## src/sasp_map.svh

```systemverilog
// Constants for the soft asynchronous serial port
// Function
// - Start, eight data LSB first, stop
// - Wait start twenty characters, else return zero
// - Finish on count or twenty-character idle
// - Abandon receive on invalid stop bit
// - Transmit done after whole buffer sent
// - Receiver armed before quarter of start
// - Report bytes captured as unsigned count
// - One bit buffering, rate up to 4800
// - One input pin, one output pin
// - Rates 600, 1200, 2400, 4800; default 2400
// - Bit rate scales with core clock
// - Handshake pins recommended for coordination
// - Only one operation active, half duplex
// - Stop bit high, else error end
`ifndef SASP_MAP_SVH
`define SASP_MAP_SVH
`define SASP_CLK_HZ 100000000
`define SASP_REF_CLK_HZ 10000000
`define SASP_DATA_BITS 8
`define SASP_FRAME_BITS 10
`define SASP_TIMEOUT_CHARS 20
`define SASP_RATE_600 2'h0
`define SASP_RATE_1200 2'h1
`define SASP_RATE_2400 2'h2
`define SASP_RATE_4800 2'h3
`define SASP_RATE_DEFAULT 2'h2
`endif

```

## src/sasp_pkg.sv

```systemverilog
// Types for the soft asynchronous serial port
package sasp_pkg;
  typedef enum logic [2:0] {
    SASP_IDLE = 3'b000,
    SASP_RX_WAIT = 3'b001,
    SASP_RX_BITS = 3'b010,
    SASP_TX_LOAD = 3'b011,
    SASP_TX_BITS = 3'b100
  } sasp_state_type;
endpackage

```

## src/sasp_tick_if.sv

```systemverilog
// Bit timing link between port core and bit timer
`timescale 1ns/1ps
interface sasp_tick_if;
  logic restart;
  logic half_tick;
  logic bit_tick;
  modport core (output restart, input half_tick, input bit_tick);
  modport timer (input restart, output half_tick, output bit_tick);
endinterface

```

## src/sasp_bit_timer.sv

```systemverilog
// Bit period timer with half-bit mark
`timescale 1ns/1ps
module sasp_bit_timer #(
  parameter int CW = 20
) (
  input wire logic clk,
  input wire logic sys_rst,
  input wire logic [CW-1:0] period,
  sasp_tick_if.timer tk
);
  logic [CW-1:0] cnt_q;

  // Restart aligns the count with a start edge or frame start
  always_ff @(posedge clk)
  begin
    if (sys_rst || tk.restart || cnt_q == period - 1'b1)
      cnt_q <= '0;
    else
      cnt_q <= cnt_q + 1'b1;
  end

  assign tk.bit_tick = !tk.restart && cnt_q == period - 1'b1;
  assign tk.half_tick = !tk.restart && cnt_q == (period >> 1);
endmodule

```

## src/sasp_top.sv

```systemverilog
// Half-duplex soft asynchronous serial port
`timescale 1ns/1ps
`include "sasp_map.svh"
module sasp_top #(
  parameter int CLK_HZ = `SASP_CLK_HZ,
  parameter int BUF_DEPTH = 32,
  parameter int AW = $clog2(BUF_DEPTH + 1),
  parameter logic [1:0] RATE_SEL = `SASP_RATE_DEFAULT
) (
  input wire logic clk,
  input wire logic sys_rst,
  input wire logic rx_start,
  input wire logic [AW-1:0] rx_len,
  input wire logic tx_start,
  input wire logic [AW-1:0] tx_len,
  input wire logic [AW-1:0] tx_wr_addr,
  input wire logic [7:0] tx_wr_data,
  input wire logic tx_wr_en,
  input wire logic [AW-1:0] rx_rd_addr,
  output logic [7:0] rx_rd_data,
  input wire logic serial_in,
  output logic serial_out,
  output logic busy,
  output logic rx_done,
  output logic [AW-1:0] rx_count,
  output logic rx_stop_err,
  output logic tx_done
);
  localparam int CW = 20;
  localparam int SW = (BUF_DEPTH > 1) ? $clog2(BUF_DEPTH) : 1;
  localparam int TOUT_BITS = `SASP_TIMEOUT_CHARS * `SASP_FRAME_BITS;
  localparam int TW = $clog2(TOUT_BITS + 1);
  localparam logic [3:0] LAST_BIT = 4'(`SASP_FRAME_BITS - 1);
  localparam logic [TW-1:0] TOUT_LAST = TW'(TOUT_BITS - 1);

  // Rate is the setting times the nominal clock ratio; the cycle count per bit is
  // fixed at build time, so the real rate follows the clock actually applied
  function automatic logic [CW-1:0] period_of(input logic [1:0] sel);
    longint unsigned r;
    r = (64'd600 << sel) * 64'(`SASP_CLK_HZ / `SASP_REF_CLK_HZ);
    return CW'(longint'(CLK_HZ) / r);
  endfunction

  // Buffer slot of a byte index; callers only pass indices below BUF_DEPTH
  function automatic logic [SW-1:0] slot_of(input logic [AW-1:0] a);
    return SW'(a);
  endfunction

  function automatic logic in_buf(input logic [AW-1:0] a);
    return a < AW'(BUF_DEPTH);
  endfunction

  // Lengths beyond the buffer are cut to its depth
  function automatic logic [AW-1:0] clamp_len(input logic [AW-1:0] n);
    return (n > AW'(BUF_DEPTH)) ? AW'(BUF_DEPTH) : n;
  endfunction

  localparam logic [CW-1:0] PERIOD = period_of(RATE_SEL);

  sasp_tick_if tk ();
  sasp_pkg::sasp_state_type st_q;
  logic [7:0] txbuf_q [BUF_DEPTH];
  logic [7:0] rxbuf_q [BUF_DEPTH];
  logic [AW-1:0] len_q;
  logic [AW-1:0] idx_q;
  logic [3:0] bit_q;
  logic [9:0] shift_q;
  logic [TW-1:0] tout_q;
  logic restart_q;
  logic rx_prev_q;
  logic rx_fall;
  logic rx_take;
  logic tx_take;
  logic rx_full;
  logic rx_edge;
  logic rx_tick;
  logic rx_tout;
  logic rx_samp;
  logic rx_last;
  logic rx_bad;
  logic rx_store;
  logic rx_glitch;
  logic rx_end;
  logic tx_fin;
  logic tx_frame;
  logic tx_tick;
  logic tx_next;
  logic tx_shift;

  sasp_bit_timer #(.CW(CW)) u_timer (
    .clk(clk),
    .sys_rst(sys_rst),
    .period(PERIOD),
    .tk(tk)
  );
  assign tk.restart = restart_q;

  assign rx_fall = rx_prev_q && !serial_in;
  assign rx_take = st_q == sasp_pkg::SASP_IDLE && rx_start;
  assign tx_take = st_q == sasp_pkg::SASP_IDLE && !rx_start && tx_start;
  assign rx_full = st_q == sasp_pkg::SASP_RX_WAIT && idx_q == len_q;
  // Armed the cycle after the request, far inside the first quarter bit
  assign rx_edge = st_q == sasp_pkg::SASP_RX_WAIT && !rx_full && rx_fall;
  assign rx_tick = st_q == sasp_pkg::SASP_RX_WAIT && !rx_full && !rx_fall && tk.bit_tick;
  assign rx_tout = rx_tick && tout_q == TOUT_LAST;
  assign rx_samp = st_q == sasp_pkg::SASP_RX_BITS && tk.half_tick;
  assign rx_last = rx_samp && bit_q == LAST_BIT;
  assign rx_bad = rx_last && !serial_in;
  assign rx_store = rx_last && serial_in;
  // A start bit already high again at mid-bit was only a glitch
  assign rx_glitch = rx_samp && bit_q == 4'h0 && serial_in;
  assign rx_end = rx_full || rx_tout || rx_bad;
  assign tx_fin = st_q == sasp_pkg::SASP_TX_LOAD && idx_q == len_q;
  assign tx_frame = st_q == sasp_pkg::SASP_TX_LOAD && idx_q != len_q;
  assign tx_tick = st_q == sasp_pkg::SASP_TX_BITS && tk.bit_tick;
  assign tx_next = tx_tick && bit_q == LAST_BIT;
  assign tx_shift = tx_tick && bit_q != LAST_BIT;

  // Previous input level; the single bit of buffering on the receive path
  always_ff @(posedge clk)
  begin
    if (sys_rst)
      rx_prev_q <= 1'b1;
    else
      rx_prev_q <= serial_in;
  end

  // Transmit buffer written by the user side; not guarded against writes while sending
  always_ff @(posedge clk)
  begin
    if (tx_wr_en && in_buf(tx_wr_addr))
      txbuf_q[slot_of(tx_wr_addr)] <= tx_wr_data;
  end

  // Receive buffer; a byte is kept only once its stop bit is good
  always_ff @(posedge clk)
  begin
    if (rx_store)
      rxbuf_q[slot_of(idx_q)] <= shift_q[9:2];
  end

  // Receive buffer readback, registered
  always_ff @(posedge clk)
  begin
    if (sys_rst)
      rx_rd_data <= 8'h00;
    else if (in_buf(rx_rd_addr))
      rx_rd_data <= rxbuf_q[slot_of(rx_rd_addr)];
    else
      rx_rd_data <= 8'h00;
  end

  // Sequencer; receive and transmit share it so they never overlap
  always_ff @(posedge clk)
  begin
    if (sys_rst)
      st_q <= sasp_pkg::SASP_IDLE;
    else
    begin
      case (st_q)
        sasp_pkg::SASP_IDLE:
        begin
          if (rx_take)
            st_q <= sasp_pkg::SASP_RX_WAIT;
          else if (tx_take)
            st_q <= sasp_pkg::SASP_TX_LOAD;
        end
        sasp_pkg::SASP_RX_WAIT:
        begin
          if (rx_full || rx_tout)
            st_q <= sasp_pkg::SASP_IDLE;
          else if (rx_edge)
            st_q <= sasp_pkg::SASP_RX_BITS;
        end
        sasp_pkg::SASP_RX_BITS:
        begin
          if (rx_bad)
            st_q <= sasp_pkg::SASP_IDLE;
          else if (rx_store || rx_glitch)
            st_q <= sasp_pkg::SASP_RX_WAIT;
        end
        sasp_pkg::SASP_TX_LOAD:
        begin
          if (tx_fin)
            st_q <= sasp_pkg::SASP_IDLE;
          else
            st_q <= sasp_pkg::SASP_TX_BITS;
        end
        sasp_pkg::SASP_TX_BITS:
        begin
          if (tx_next)
            st_q <= sasp_pkg::SASP_TX_LOAD;
        end
        default:
          st_q <= sasp_pkg::SASP_IDLE;
      endcase
    end
  end

  // Requested length, taken with the start request
  always_ff @(posedge clk)
  begin
    if (sys_rst)
      len_q <= '0;
    else if (rx_take)
      len_q <= clamp_len(rx_len);
    else if (tx_take)
      len_q <= clamp_len(tx_len);
  end

  // Byte index into either buffer
  always_ff @(posedge clk)
  begin
    if (sys_rst)
      idx_q <= '0;
    else if (rx_take || tx_take)
      idx_q <= '0;
    else if (rx_store || tx_next)
      idx_q <= idx_q + 1'b1;
  end

  // Bit position within the frame
  always_ff @(posedge clk)
  begin
    if (sys_rst)
      bit_q <= 4'h0;
    else if (rx_edge || tx_frame)
      bit_q <= 4'h0;
    else if (rx_samp || tx_shift)
      bit_q <= bit_q + 4'h1;
  end

  // Frame shifter; receive fills from the top, so the byte ends in bits 9 to 2
  always_ff @(posedge clk)
  begin
    if (sys_rst)
      shift_q <= 10'h3ff;
    else if (rx_samp)
      shift_q <= {serial_in, shift_q[9:1]};
    else if (tx_frame)
      shift_q <= {1'b1, txbuf_q[slot_of(idx_q)], 1'b0};
  end

  // Idle timer in bit periods, restarted by each receive request and each received byte
  always_ff @(posedge clk)
  begin
    if (sys_rst)
      tout_q <= '0;
    else if (rx_take || rx_last)
      tout_q <= '0;
    else if (rx_tick)
      tout_q <= tout_q + 1'b1;
  end

  // Timer realigned at each receive request, start edge and outgoing frame
  always_ff @(posedge clk)
  begin
    if (sys_rst)
      restart_q <= 1'b1;
    else
      restart_q <= rx_take || rx_edge || tx_frame;
  end

  // Output line; stays high outside frames
  always_ff @(posedge clk)
  begin
    if (sys_rst)
      serial_out <= 1'b1;
    else if (st_q == sasp_pkg::SASP_IDLE)
      serial_out <= 1'b1;
    else if (tx_frame)
      serial_out <= 1'b0;
    else if (tx_shift)
      serial_out <= shift_q[bit_q + 4'h1];
  end

  // Busy also tells a handshaking sender that the receiver is listening
  always_ff @(posedge clk)
  begin
    if (sys_rst)
      busy <= 1'b0;
    else if (st_q == sasp_pkg::SASP_IDLE)
      busy <= rx_take || tx_take;
    else if (tx_fin)
      busy <= 1'b0;
  end

  // Completion pulses, one cycle each
  always_ff @(posedge clk)
  begin
    if (sys_rst)
    begin
      rx_done <= 1'b0;
      tx_done <= 1'b0;
    end
    else
    begin
      rx_done <= rx_end;
      tx_done <= tx_fin;
    end
  end

  // Bytes captured, held until the next receive ends
  always_ff @(posedge clk)
  begin
    if (sys_rst)
      rx_count <= '0;
    else if (rx_end)
      rx_count <= idx_q;
  end

  // Stop error flag, cleared by the next receive request
  always_ff @(posedge clk)
  begin
    if (sys_rst)
      rx_stop_err <= 1'b0;
    else if (rx_bad)
      rx_stop_err <= 1'b1;
    else if (rx_take)
      rx_stop_err <= 1'b0;
  end
endmodule

```

## config.mk

```make
export PLATFORM = sky130hd
export DESIGN_NAME = sasp_top
export DESIGN_NICKNAME = d
export VERILOG_FILES = /design/src/sasp_pkg.sv /design/src/sasp_tick_if.sv /design/src/sasp_bit_timer.sv /design/src/sasp_top.sv
export VERILOG_INCLUDE_DIRS = /design/src
export SDC_FILE = /design/constraint.sdc
export NUM_CORES = 1
export LEC_CHECK = 0
export ABC_AREA = 1
export BUFFER_PORTS_ARGS = -buffer_cell sky130_fd_sc_hd__buf_2
export CORE_MARGIN = 2
export CORE_UTILIZATION = 30
export DETAILED_ROUTE_END_ITERATION = 16
export PLACE_DENSITY_LB_ADDON = 0.3
export SLEW_MARGIN = 5
export SYNTH_ARGS = -nofsm -noshare
export SYNTH_HDL_FRONTEND = slang
export SYNTH_SLANG_ARGS = --single-unit
```

## constraint.sdc

```tcl
create_clock -name clk -period 2.55 [get_ports clk]
set_input_delay 0.255 -clock clk [delete_from_list [all_inputs] [get_ports clk]]
set_output_delay 0.255 -clock clk [all_outputs]
set_load 0.1 [all_outputs]
```

==> results of run 1 <==
[sequential cells by signal, indices dropped and copies added, names as in the netlist, 3 cells and up, named ones only]
name / cells
bit_q: 4
rx_count: 6
idx_q: 6
rxbuf_q: 256
len_q: 6
txbuf_q: 256
rx_rd_data: 8
u_timer.cnt_q: 20
tout_q: 8
st_q: 3
shift_q: 10
[layer usage]
metal  global-route usage [%]  vias up  part of all wire, %
met5                        0        -                    0
met4                     4.92        0                  2.8
met3                     2.49      103                  5.6
met2                     24.3      507                   48
met1                     19.3     8231                   44
li1                         -     8093                    -
[cell usage after synthesis (all sizes together)]
cell type / instances / area (µm²)
a21oi: 101 / 517
a31oi: 11 / 68.8
and3: 1 / 6.26
buf: 57 / 320
clkbuf: 62 / 233
dfxtp: 83 / 1660
edfxtp: 512 / 15400
ha: 10 / 125
inv: 225 / 845
nand2: 189 / 737
nand3: 209 / 1070
nand3b: 1 / 7.51
nand4: 15 / 93.8
nor2: 303 / 1180
nor3: 15 / 85.1
nor4: 2 / 12.5
o211ai: 79 / 593
o21a: 6 / 45.0
o21ai: 233 / 1170
o221ai: 48 / 420
o22ai: 19 / 119
o31ai: 2 / 15.0
o41ai: 1 / 8.76
or2: 5 / 31.3
xnor2: 5 / 43.8
xor2: 14 / 123
[power groups by stage]
stage | sequential [mW] | combinational [mW] | clock [mW]
global route | 10.9 | 1.92 | 9.46
floorplan | 11.4 | 0.751 | 0
global placement | 11.0 | 1.73 | 0
CTS | 10.8 | 1.75 | 9.08
finish | 10.8 | 1.75 | 8.90
detailed placement | 11.0 | 1.74 | 0
[kinds of logic (layout without fill, tap and decap cells)]
logic type	count (synthesis)	count (layout)
and+or+nand+nor	740	740
buffers and inverters	344	508
AOI/OAI and AO/OA	500	500
DFF	595	595
xor gates and xnor gates	19	19
adders and majority gates	10	10
[critical path, cell delays in order, from the launching register on]
cell	delay, ns
dfxtp_1	0.40
ha_1	0.28
nand3_1	0.10
nor2_1	0.13
nand4_1	0.14
nor2_2	0.25
nand2_1	0.08
buf_4	0.22
nor2_1	0.12
buf_4	0.19
[area by class of cell]
class                      count  area (µm²)  area share (%)
clock buffer                  81        1610            5.56
tap                         1070        1340            4.63
clock inverter                30         375            1.30
timing repair buffer         172        1260            4.34
multi-input combinational   1269        6470            22.3
inverter                     225         846            2.92
sequential                   595       17000            58.9
[worst paths after layout]
kind                                       end  depth (start not counted)                          from
setup / recovery      rxbuf_q[11][6]$_DFFE_PP_                          9   u_timer.cnt_q[0]$_SDFF_PP0_
hold / removal           len_q[2]$_SDFFE_PP0P_                          5                     tx_len[2]
setup reg to reg      rxbuf_q[11][6]$_DFFE_PP_                          9   u_timer.cnt_q[0]$_SDFF_PP0_
hold reg to reg   u_timer.cnt_q[19]$_SDFF_PP0_                          1  u_timer.cnt_q[19]$_SDFF_PP0_
==> impl_metrics.yaml, run 1 <==
status:
  outcome: "complete, no violations"
floorplan:
  row_count: 105
  die_h_um: 292
  die_x_um: 292
  io_pins: 57
  design.core.area_um2: 82100
  die-area_um2: 85300
  initial_core_util_pct: 30.3
critical_path:
  worstSetupPathType: "reg -> reg"
  arrival_ns: 2.52
  cp-start-kind: "register"
  r2r_setup_slack_ns: 0.35
  endpoint_kind: "register"
  worstPathMaxFanout: 8
  cp.required_ns: 2.87
grt:
  grt_pass1_wl_mm: 97.4
  antenna_found_initial: 0
  overflow: 0
  grt_util_all_layers_pct: 14.6
  grt_pass1_vias: 16800
  grt_max_degree: 129
place:
  gp_congestion: 0.858
  place_area_um2: 26900
  numPortBuffers: 56
  hpwl_mm: 40.5
  place_inst: 3325
  dp_slack_ns: 0.396
clocking:
  cts.sinks: 595
  numCtsBuffers: 59
  cts_root_buf: "clkbuf_16"
  cts_tree: "yes"
  clk_latency_ns: 0.62
  postCtsSetupBuffers: 0
  htreeDepth: 2
  clk_pin_slew_ns: 0.07
  clockBufferDepth: 3
  postCtsResizedCells: 0
  holdBufCountCts: 6
cells_and_area:
  final_cell_mix: "edfxtp_1 (512), nor2_1 (289), o21ai_0 (230)"
  num-fill-cells: 7959
  area_growth_pct: 16.2
  antenna_cells: 0
  post-route-util_pct: 35.2
  finalInstanceArea_um2: 28900
  final_common_cell: "edfxtp_1"
  fin_cells: 3442
  final_layout_size_suffix_gt1_share_pct: 12.5
  fin_nets: 2370
sta:
  setup_viol: 0
  fin_crit_ns: 2.20
  setup_tns_ns: 0
  tightest_slew_ns: 0.787
  max_freq_ghz: 0.456
  finClkSkew_ns: 0.0227
  setup_ws_ns: 0.355
  rsz0062_at_grt: "false"
  hold_ws_ns: 0.0279
  hold_viol: 0
  maxSlewViolCount: 0
  post-route-period-util_pct: 86.1
  slew_headroom_pct: 47.6
logic_synthesis:
  synth_compound_area_share_pct: 11.9
  ys_ff_latch: 595
  synthesis.instances: 2208
  synth-adder-area-share_pct: 0.502
  ys.warnings.count: 0
  synth_xor_xnor_area_share_pct: 0.668
  synthSimpleGateAreaFrac_pct: 12.9
  avgSynthCellArea_um2: 11.3
  synth-seq-area-share_pct: 68.4
  synth_nets: 2256
  synth.distinct_cells: 39
  synth_top_family_by_area: "simple AND/OR/NAND/NOR gates"
  synth_area_um2: 24900
  synth_mux_area_share_pct: 0
routing:
  vias: 16900
  viasPerCell: 4.92
  drtIter0Drc: 1533
  dr.pass1.iters: 5
  drc_errors: 0
  drt-total-wl_mm: 63.7
  ant_nets: 0
  wire_per_inst_um: 18.5
power:
  power.switching_mw: 5.11
  p_comb_share_pct: 8.1
  seqPwrFrac_pct: 50.5
  switching_share_pct: 23.8
  power_mw: 21.5
  p_clk_share_pct: 41.4
  p_leak_nw: 9.40
  intPower_mw: 16.4
  power_density_nw_per_um2: 743
  peakVddDrop_v: 0.000512
min_path:
  min_path_type: "in -> reg"
job:
  maxCapViolCount: 0
(Power assumes the default switching activity.)
==> run 2: changes to the inputs <==
- MAX_ROUTING_LAYER: not set -> met4
==> impl_metrics.yaml, run 2 (synthesis results as in run 1) <==
status:
  outcome: "complete, no violations"
min_path:
  holdPathStages: 5
  min_path_type: "in -> reg"
clocking:
  cts.sinks: 595
  htreeDepth: 2
  clockBufferDepth: 3
  clk_latency_ns: 0.63
  cts_root_buf: "clkbuf_16"
  clk_pin_slew_ns: 0.07
  numCtsBuffers: 58
  cts_tree: "yes"
critical_path:
  worstPathMaxFanout: 11
  endpoint_kind: "register"
  cp.required_ns: 3.11
  r2r_cells: 10
  worstSetupPathType: "reg -> reg"
  cp-start-kind: "register"
  arrival_ns: 2.80
  r2r_setup_slack_ns: 0.31
routing:
  drc_errors: 0
  dr.pass1.iters: 6
  vias: 16900
  drtIter0Drc: 1337
  wire_per_inst_um: 18.6
  viasPerCell: 4.92
  ant_nets: 0
  drt-total-wl_mm: 63.9
place:
  dp_slack_ns: 0.337
  place_inst: 3323
  hpwl_mm: 40.7
  gp_congestion: 0.861
  numPortBuffers: 56
cells_and_area:
  area_growth_pct: 15.7
  antenna_cells: 0
  final_cell_mix: "edfxtp_1 (512), nor2_1 (289), o21ai_0 (230)"
  final_layout_size_suffix_gt1_share_pct: 12.2
  fin_nets: 2368
  top_regs: "rxbuf_q (256), txbuf_q (256), u_timer.cnt_q (20)"
  final_common_cell: "edfxtp_1"
  num-fill-cells: 8058
  fin_cells: 3438
power:
  power_density_nw_per_um2: 730
  peakVddDrop_v: 0.000563
  power_mw: 21.0
  p_leak_nw: 9.34
grt:
  grt-busiest-layer: "met2"
  grt_use_met2_pct: 25.1
  grt_pass1_wl_mm: 97.6
  grt_pass1_vias: 16700
  grt_util_all_layers_pct: 15.1
  grt_max_degree: 85
  use_met1_pct: 19.7
  overflow: 0
  antenna_found_initial: 0
  grtUsageMet3_pct: 1.87
sta:
  setup_viol: 0
  setup_tns_ns: 0
  fin_crit_ns: 2.24
  setup_ws_ns: 0.305
  post-route-period-util_pct: 88.0
  slew_headroom_pct: 46.5
  maxSlewViolCount: 0
  finClkSkew_ns: 0.0313
  hold_viol: 0
  max_freq_ghz: 0.445
  rsz0062_at_grt: "false"
  hold_ws_ns: 0.0218
  tightest_slew_ns: 0.802
floorplan:
  design.core.area_um2: 82100
  initial_core_util_pct: 30.3
  die_x_um: 292
  die-area_um2: 85300
  io_pins: 57
  row_count: 105
  die_h_um: 292
job:
  maxCapViolCount: 0
[run 2: cell types whose count changed in the layout (fill, tap and decap cells not counted), sizes merged]
cell,delta
bufinv,-3
clkinvlp,+2
dlygate4sd3,+1
buf,-2
clkbuf,-12
clkinv,+10
[run 2: routing by layer]
layer,share of wire (%),vias to the layer above
met5,0,-
met4,2.0,0
met3,4.9,82
met2,49,471
met1,45,8261
li1,-,8089
[run 2: power by group]
group	switching (mW)	total [mW]	internal [mW]
Clock	3.70	8.45	4.75
Sequential	0.0797	10.8	10.8
Combinational	1.36	1.76	0.394
[run 2: repair_timing]
item | CTS | global route
gates resized for setup | 0 | 0
hold buffers | 7 | 0
setup endpoints to repair | 0 | 0
endpoints found under the hold margin | 6 | 0
setup buffers | 0 | 0
[run 2: area by class of cell]
cell class / count / area, µm² / area share, %
Tap cell: 1070 / 1340 / 4.65
Timing Repair Buffer: 171 / 1250 / 4.34
Inverter: 225 / 846 / 2.93
Sequential cell: 595 / 17000 / 59.1
Clock inverter: 39 / 363 / 1.26
Multi-Input combinational cell: 1269 / 6470 / 22.4
Clock buffer: 69 / 1510 / 5.25
[run 2: critical path: stages, from the launching register on]
cell           delay (ns)
dfxtp_1              0.34
nor2_1               0.17
inv_1                0.09
nor2_2               0.14
inv_2                0.06
nor2_1               0.22
inv_1                0.25
nand2_1              0.12
nand3_1              0.06
o21ai_0              0.16
dlygate4sd3_1        0.56
[run 2: final timing paths]
kind,startpoint,to
max,st_q[1]$_SDFFE_PP0P_,len_q[0]$_SDFFE_PP0P_
min,tx_len[3],len_q[3]$_SDFFE_PP0P_
max reg2reg,st_q[1]$_SDFFE_PP0P_,len_q[0]$_SDFFE_PP0P_
min reg2reg,u_timer.cnt_q[19]$_SDFF_PP0_,u_timer.cnt_q[19]$_SDFF_PP0_
[run 2: through the flow]
| stage | utilization, % | area, µm² |
|---|---|---|
| floorplan | - | 24900 |
| global placement | 32.7 | 26900 |
| detailed placement | 32.7 | 26900 |
| CTS | 35.1 | 28800 |
| global route | 35.1 | 28800 |
| finish | 35.1 | 28800 |
==> run 3: changes to the inputs <==
- CORE_UTILIZATION: 30 -> 42
==> impl_metrics.yaml, run 3 (synthesis results as in run 1) <==
status:
  outcome: "complete, no violations"
critical_path:
  cp-start-kind: "register"
  path_delay_family: "simple AND/OR/NAND/NOR gates"
  worstPathMaxFanout: 11
  endpoint_kind: "register"
  worstSetupPathType: "reg -> reg"
  cp_cell_sequence: "nor2_1 > inv_1 > nor2_2 > inv_2 > nor2_2 > inv_2 > or2_0 > o21ai_0 > dlygate4sd3_1 > nand3_1 > nand2_1"
  critPathBufInv: 4
  cp.required_ns: 3.11
  slowest_stage: "dlygate4sd3_1"
  arrival_ns: 2.90
  slowest_delay_ns: 0.56
sta:
  max_freq_ghz: 0.427
  post-route-period-util_pct: 91.8
  tightest_slew_ns: 0.859
  slew_headroom_pct: 42.5
  finClkSkew_ns: 0.0273
  fin_crit_ns: 2.34
  hold_viol: 0
  setup_viol: 0
  rsz0062_at_grt: "false"
  setup_tns_ns: 0
  maxSlewViolCount: 0
  setup_ws_ns: 0.209
min_path:
  min_path_type: "in -> reg"
power:
  power_density_nw_per_um2: 753
  p_leak_nw: 9.41
  power_mw: 21.5
  p_clk_share_pct: 41.5
  peakVddDrop_v: 0.000705
  p_comb_share_pct: 8.1
  power.switching_mw: 5.06
  seqPwrFrac_pct: 50.5
  intPower_mw: 16.4
  switching_share_pct: 23.6
routing:
  viasPerCell: 5.40
  vias: 17000
  drtIter0Drc: 1406
  dr.pass1.iters: 7
  drt-total-wl_mm: 59.9
  drc_errors: 0
  ant_nets: 0
  wire_per_inst_um: 19.1
floorplan:
  die_x_um: 247
  die_h_um: 247
  row_count: 89
  initial_core_util_pct: 42.3
  design.core.area_um2: 58800
  die-area_um2: 61200
  io_pins: 57
clocking:
  cts_root_buf: "clkbuf_16"
  numCtsBuffers: 60
  clk_latency_ns: 0.62
  postCtsSetupBuffers: 0
  cts.sinks: 595
  htreeDepth: 2
  clockBufferDepth: 3
  cts_tree: "yes"
  clk_pin_slew_ns: 0.06
place:
  gp_congestion: 0.914
  numPortBuffers: 56
  place_inst: 3025
  hpwl_mm: 37.2
  dp_slack_ns: 0.184
cells_and_area:
  top_regs: "rxbuf_q (256), txbuf_q (256), u_timer.cnt_q (20)"
  fin_nets: 2370
  final_layout_size_suffix_gt1_share_pct: 12.3
  fin_cells: 3144
  area_growth_pct: 14.7
  final_cell_mix: "edfxtp_1 (512), nor2_1 (288), o21ai_0 (230)"
  final_common_cell: "edfxtp_1"
  num-fill-cells: 5159
grt:
  grt_pass1_vias: 16300
  grt_util_all_layers_pct: 20.0
  grt_max_degree: 81
  overflow: 0
  antenna_found_initial: 1
  grt_pass1_wl_mm: 91.8
job:
  maxCapViolCount: 0
## run 3: final timing paths
path | depth (start not counted) | slack, ns | from | endpoint
worst max-delay path | 11 | 0.21 | st_q[1]$_SDFFE_PP0P_ | len_q[3]$_SDFFE_PP0P_
worst min-delay path | 5 | 0.03 | tx_len[0] | len_q[0]$_SDFFE_PP0P_
worst max register to register | 11 | 0.21 | st_q[1]$_SDFFE_PP0P_ | len_q[3]$_SDFFE_PP0P_
worst min register to register | 1 | 0.46 | u_timer.cnt_q[19]$_SDFF_PP0_ | u_timer.cnt_q[19]$_SDFF_PP0_
## run 3: area by class of cell
type                    instances  area [µm²]  share of cell area, %
inverters                     225         846                   2.96
multi-input cells            1269        6470                   22.7
repair buffers                171        1240                   4.35
clock inverters                34         408                   1.43
well taps                     773         967                   3.39
clock buffers                  76        1580                   5.54
diodes                          1        2.50                0.00876
flip-flops and latches        595       17000                   59.7
## run 3: per-stage QoR
stage	area [µm²]	hold WS, ns	utilization (%)
final	28600	0.0257	48.6
after global routing	28600	0.0451	48.6
after CTS	28600	0.000516	48.6
after detailed placement	26500	0.457	45.0
after global placement	26500	0.441	45.0
after floorplan	24900	0.354	-
## run 3: power by group through the flow
stage	registers, mW	logic (mW)	clock network, mW
6_report	10.8	1.73	8.91
5_1_grt	10.9	1.89	9.44
4_1_cts	10.8	1.72	9.07
3_5_place_dp	11.1	1.69	0
3_3_place_gp	11.0	1.68	0
2_1_floorplan	11.4	0.751	0
## run 3: timing repair
item / in CTS / in global routing
gates resized for setup: 0 / 3
hold buffers: 8 / 0
hold endpoints to repair: 7 / 0
endpoints found under the setup margin: 0 / 42
## run 3: tightest hold or removal path: stages
cell and delay [ns]:
buf_2 0.10, nand2_1 0.06, nand2_1 0.05, nand3_1 0.05
o21ai_0 0.07
## run 3: layer usage
layer | part of all wire [%] | GRT usage (%)
met1 | 43 | 26.7
met2 | 46 | 31.0
met3 | 6.8 | 3.16
met4 | 3.5 | 7.33
met5 | 0 | -
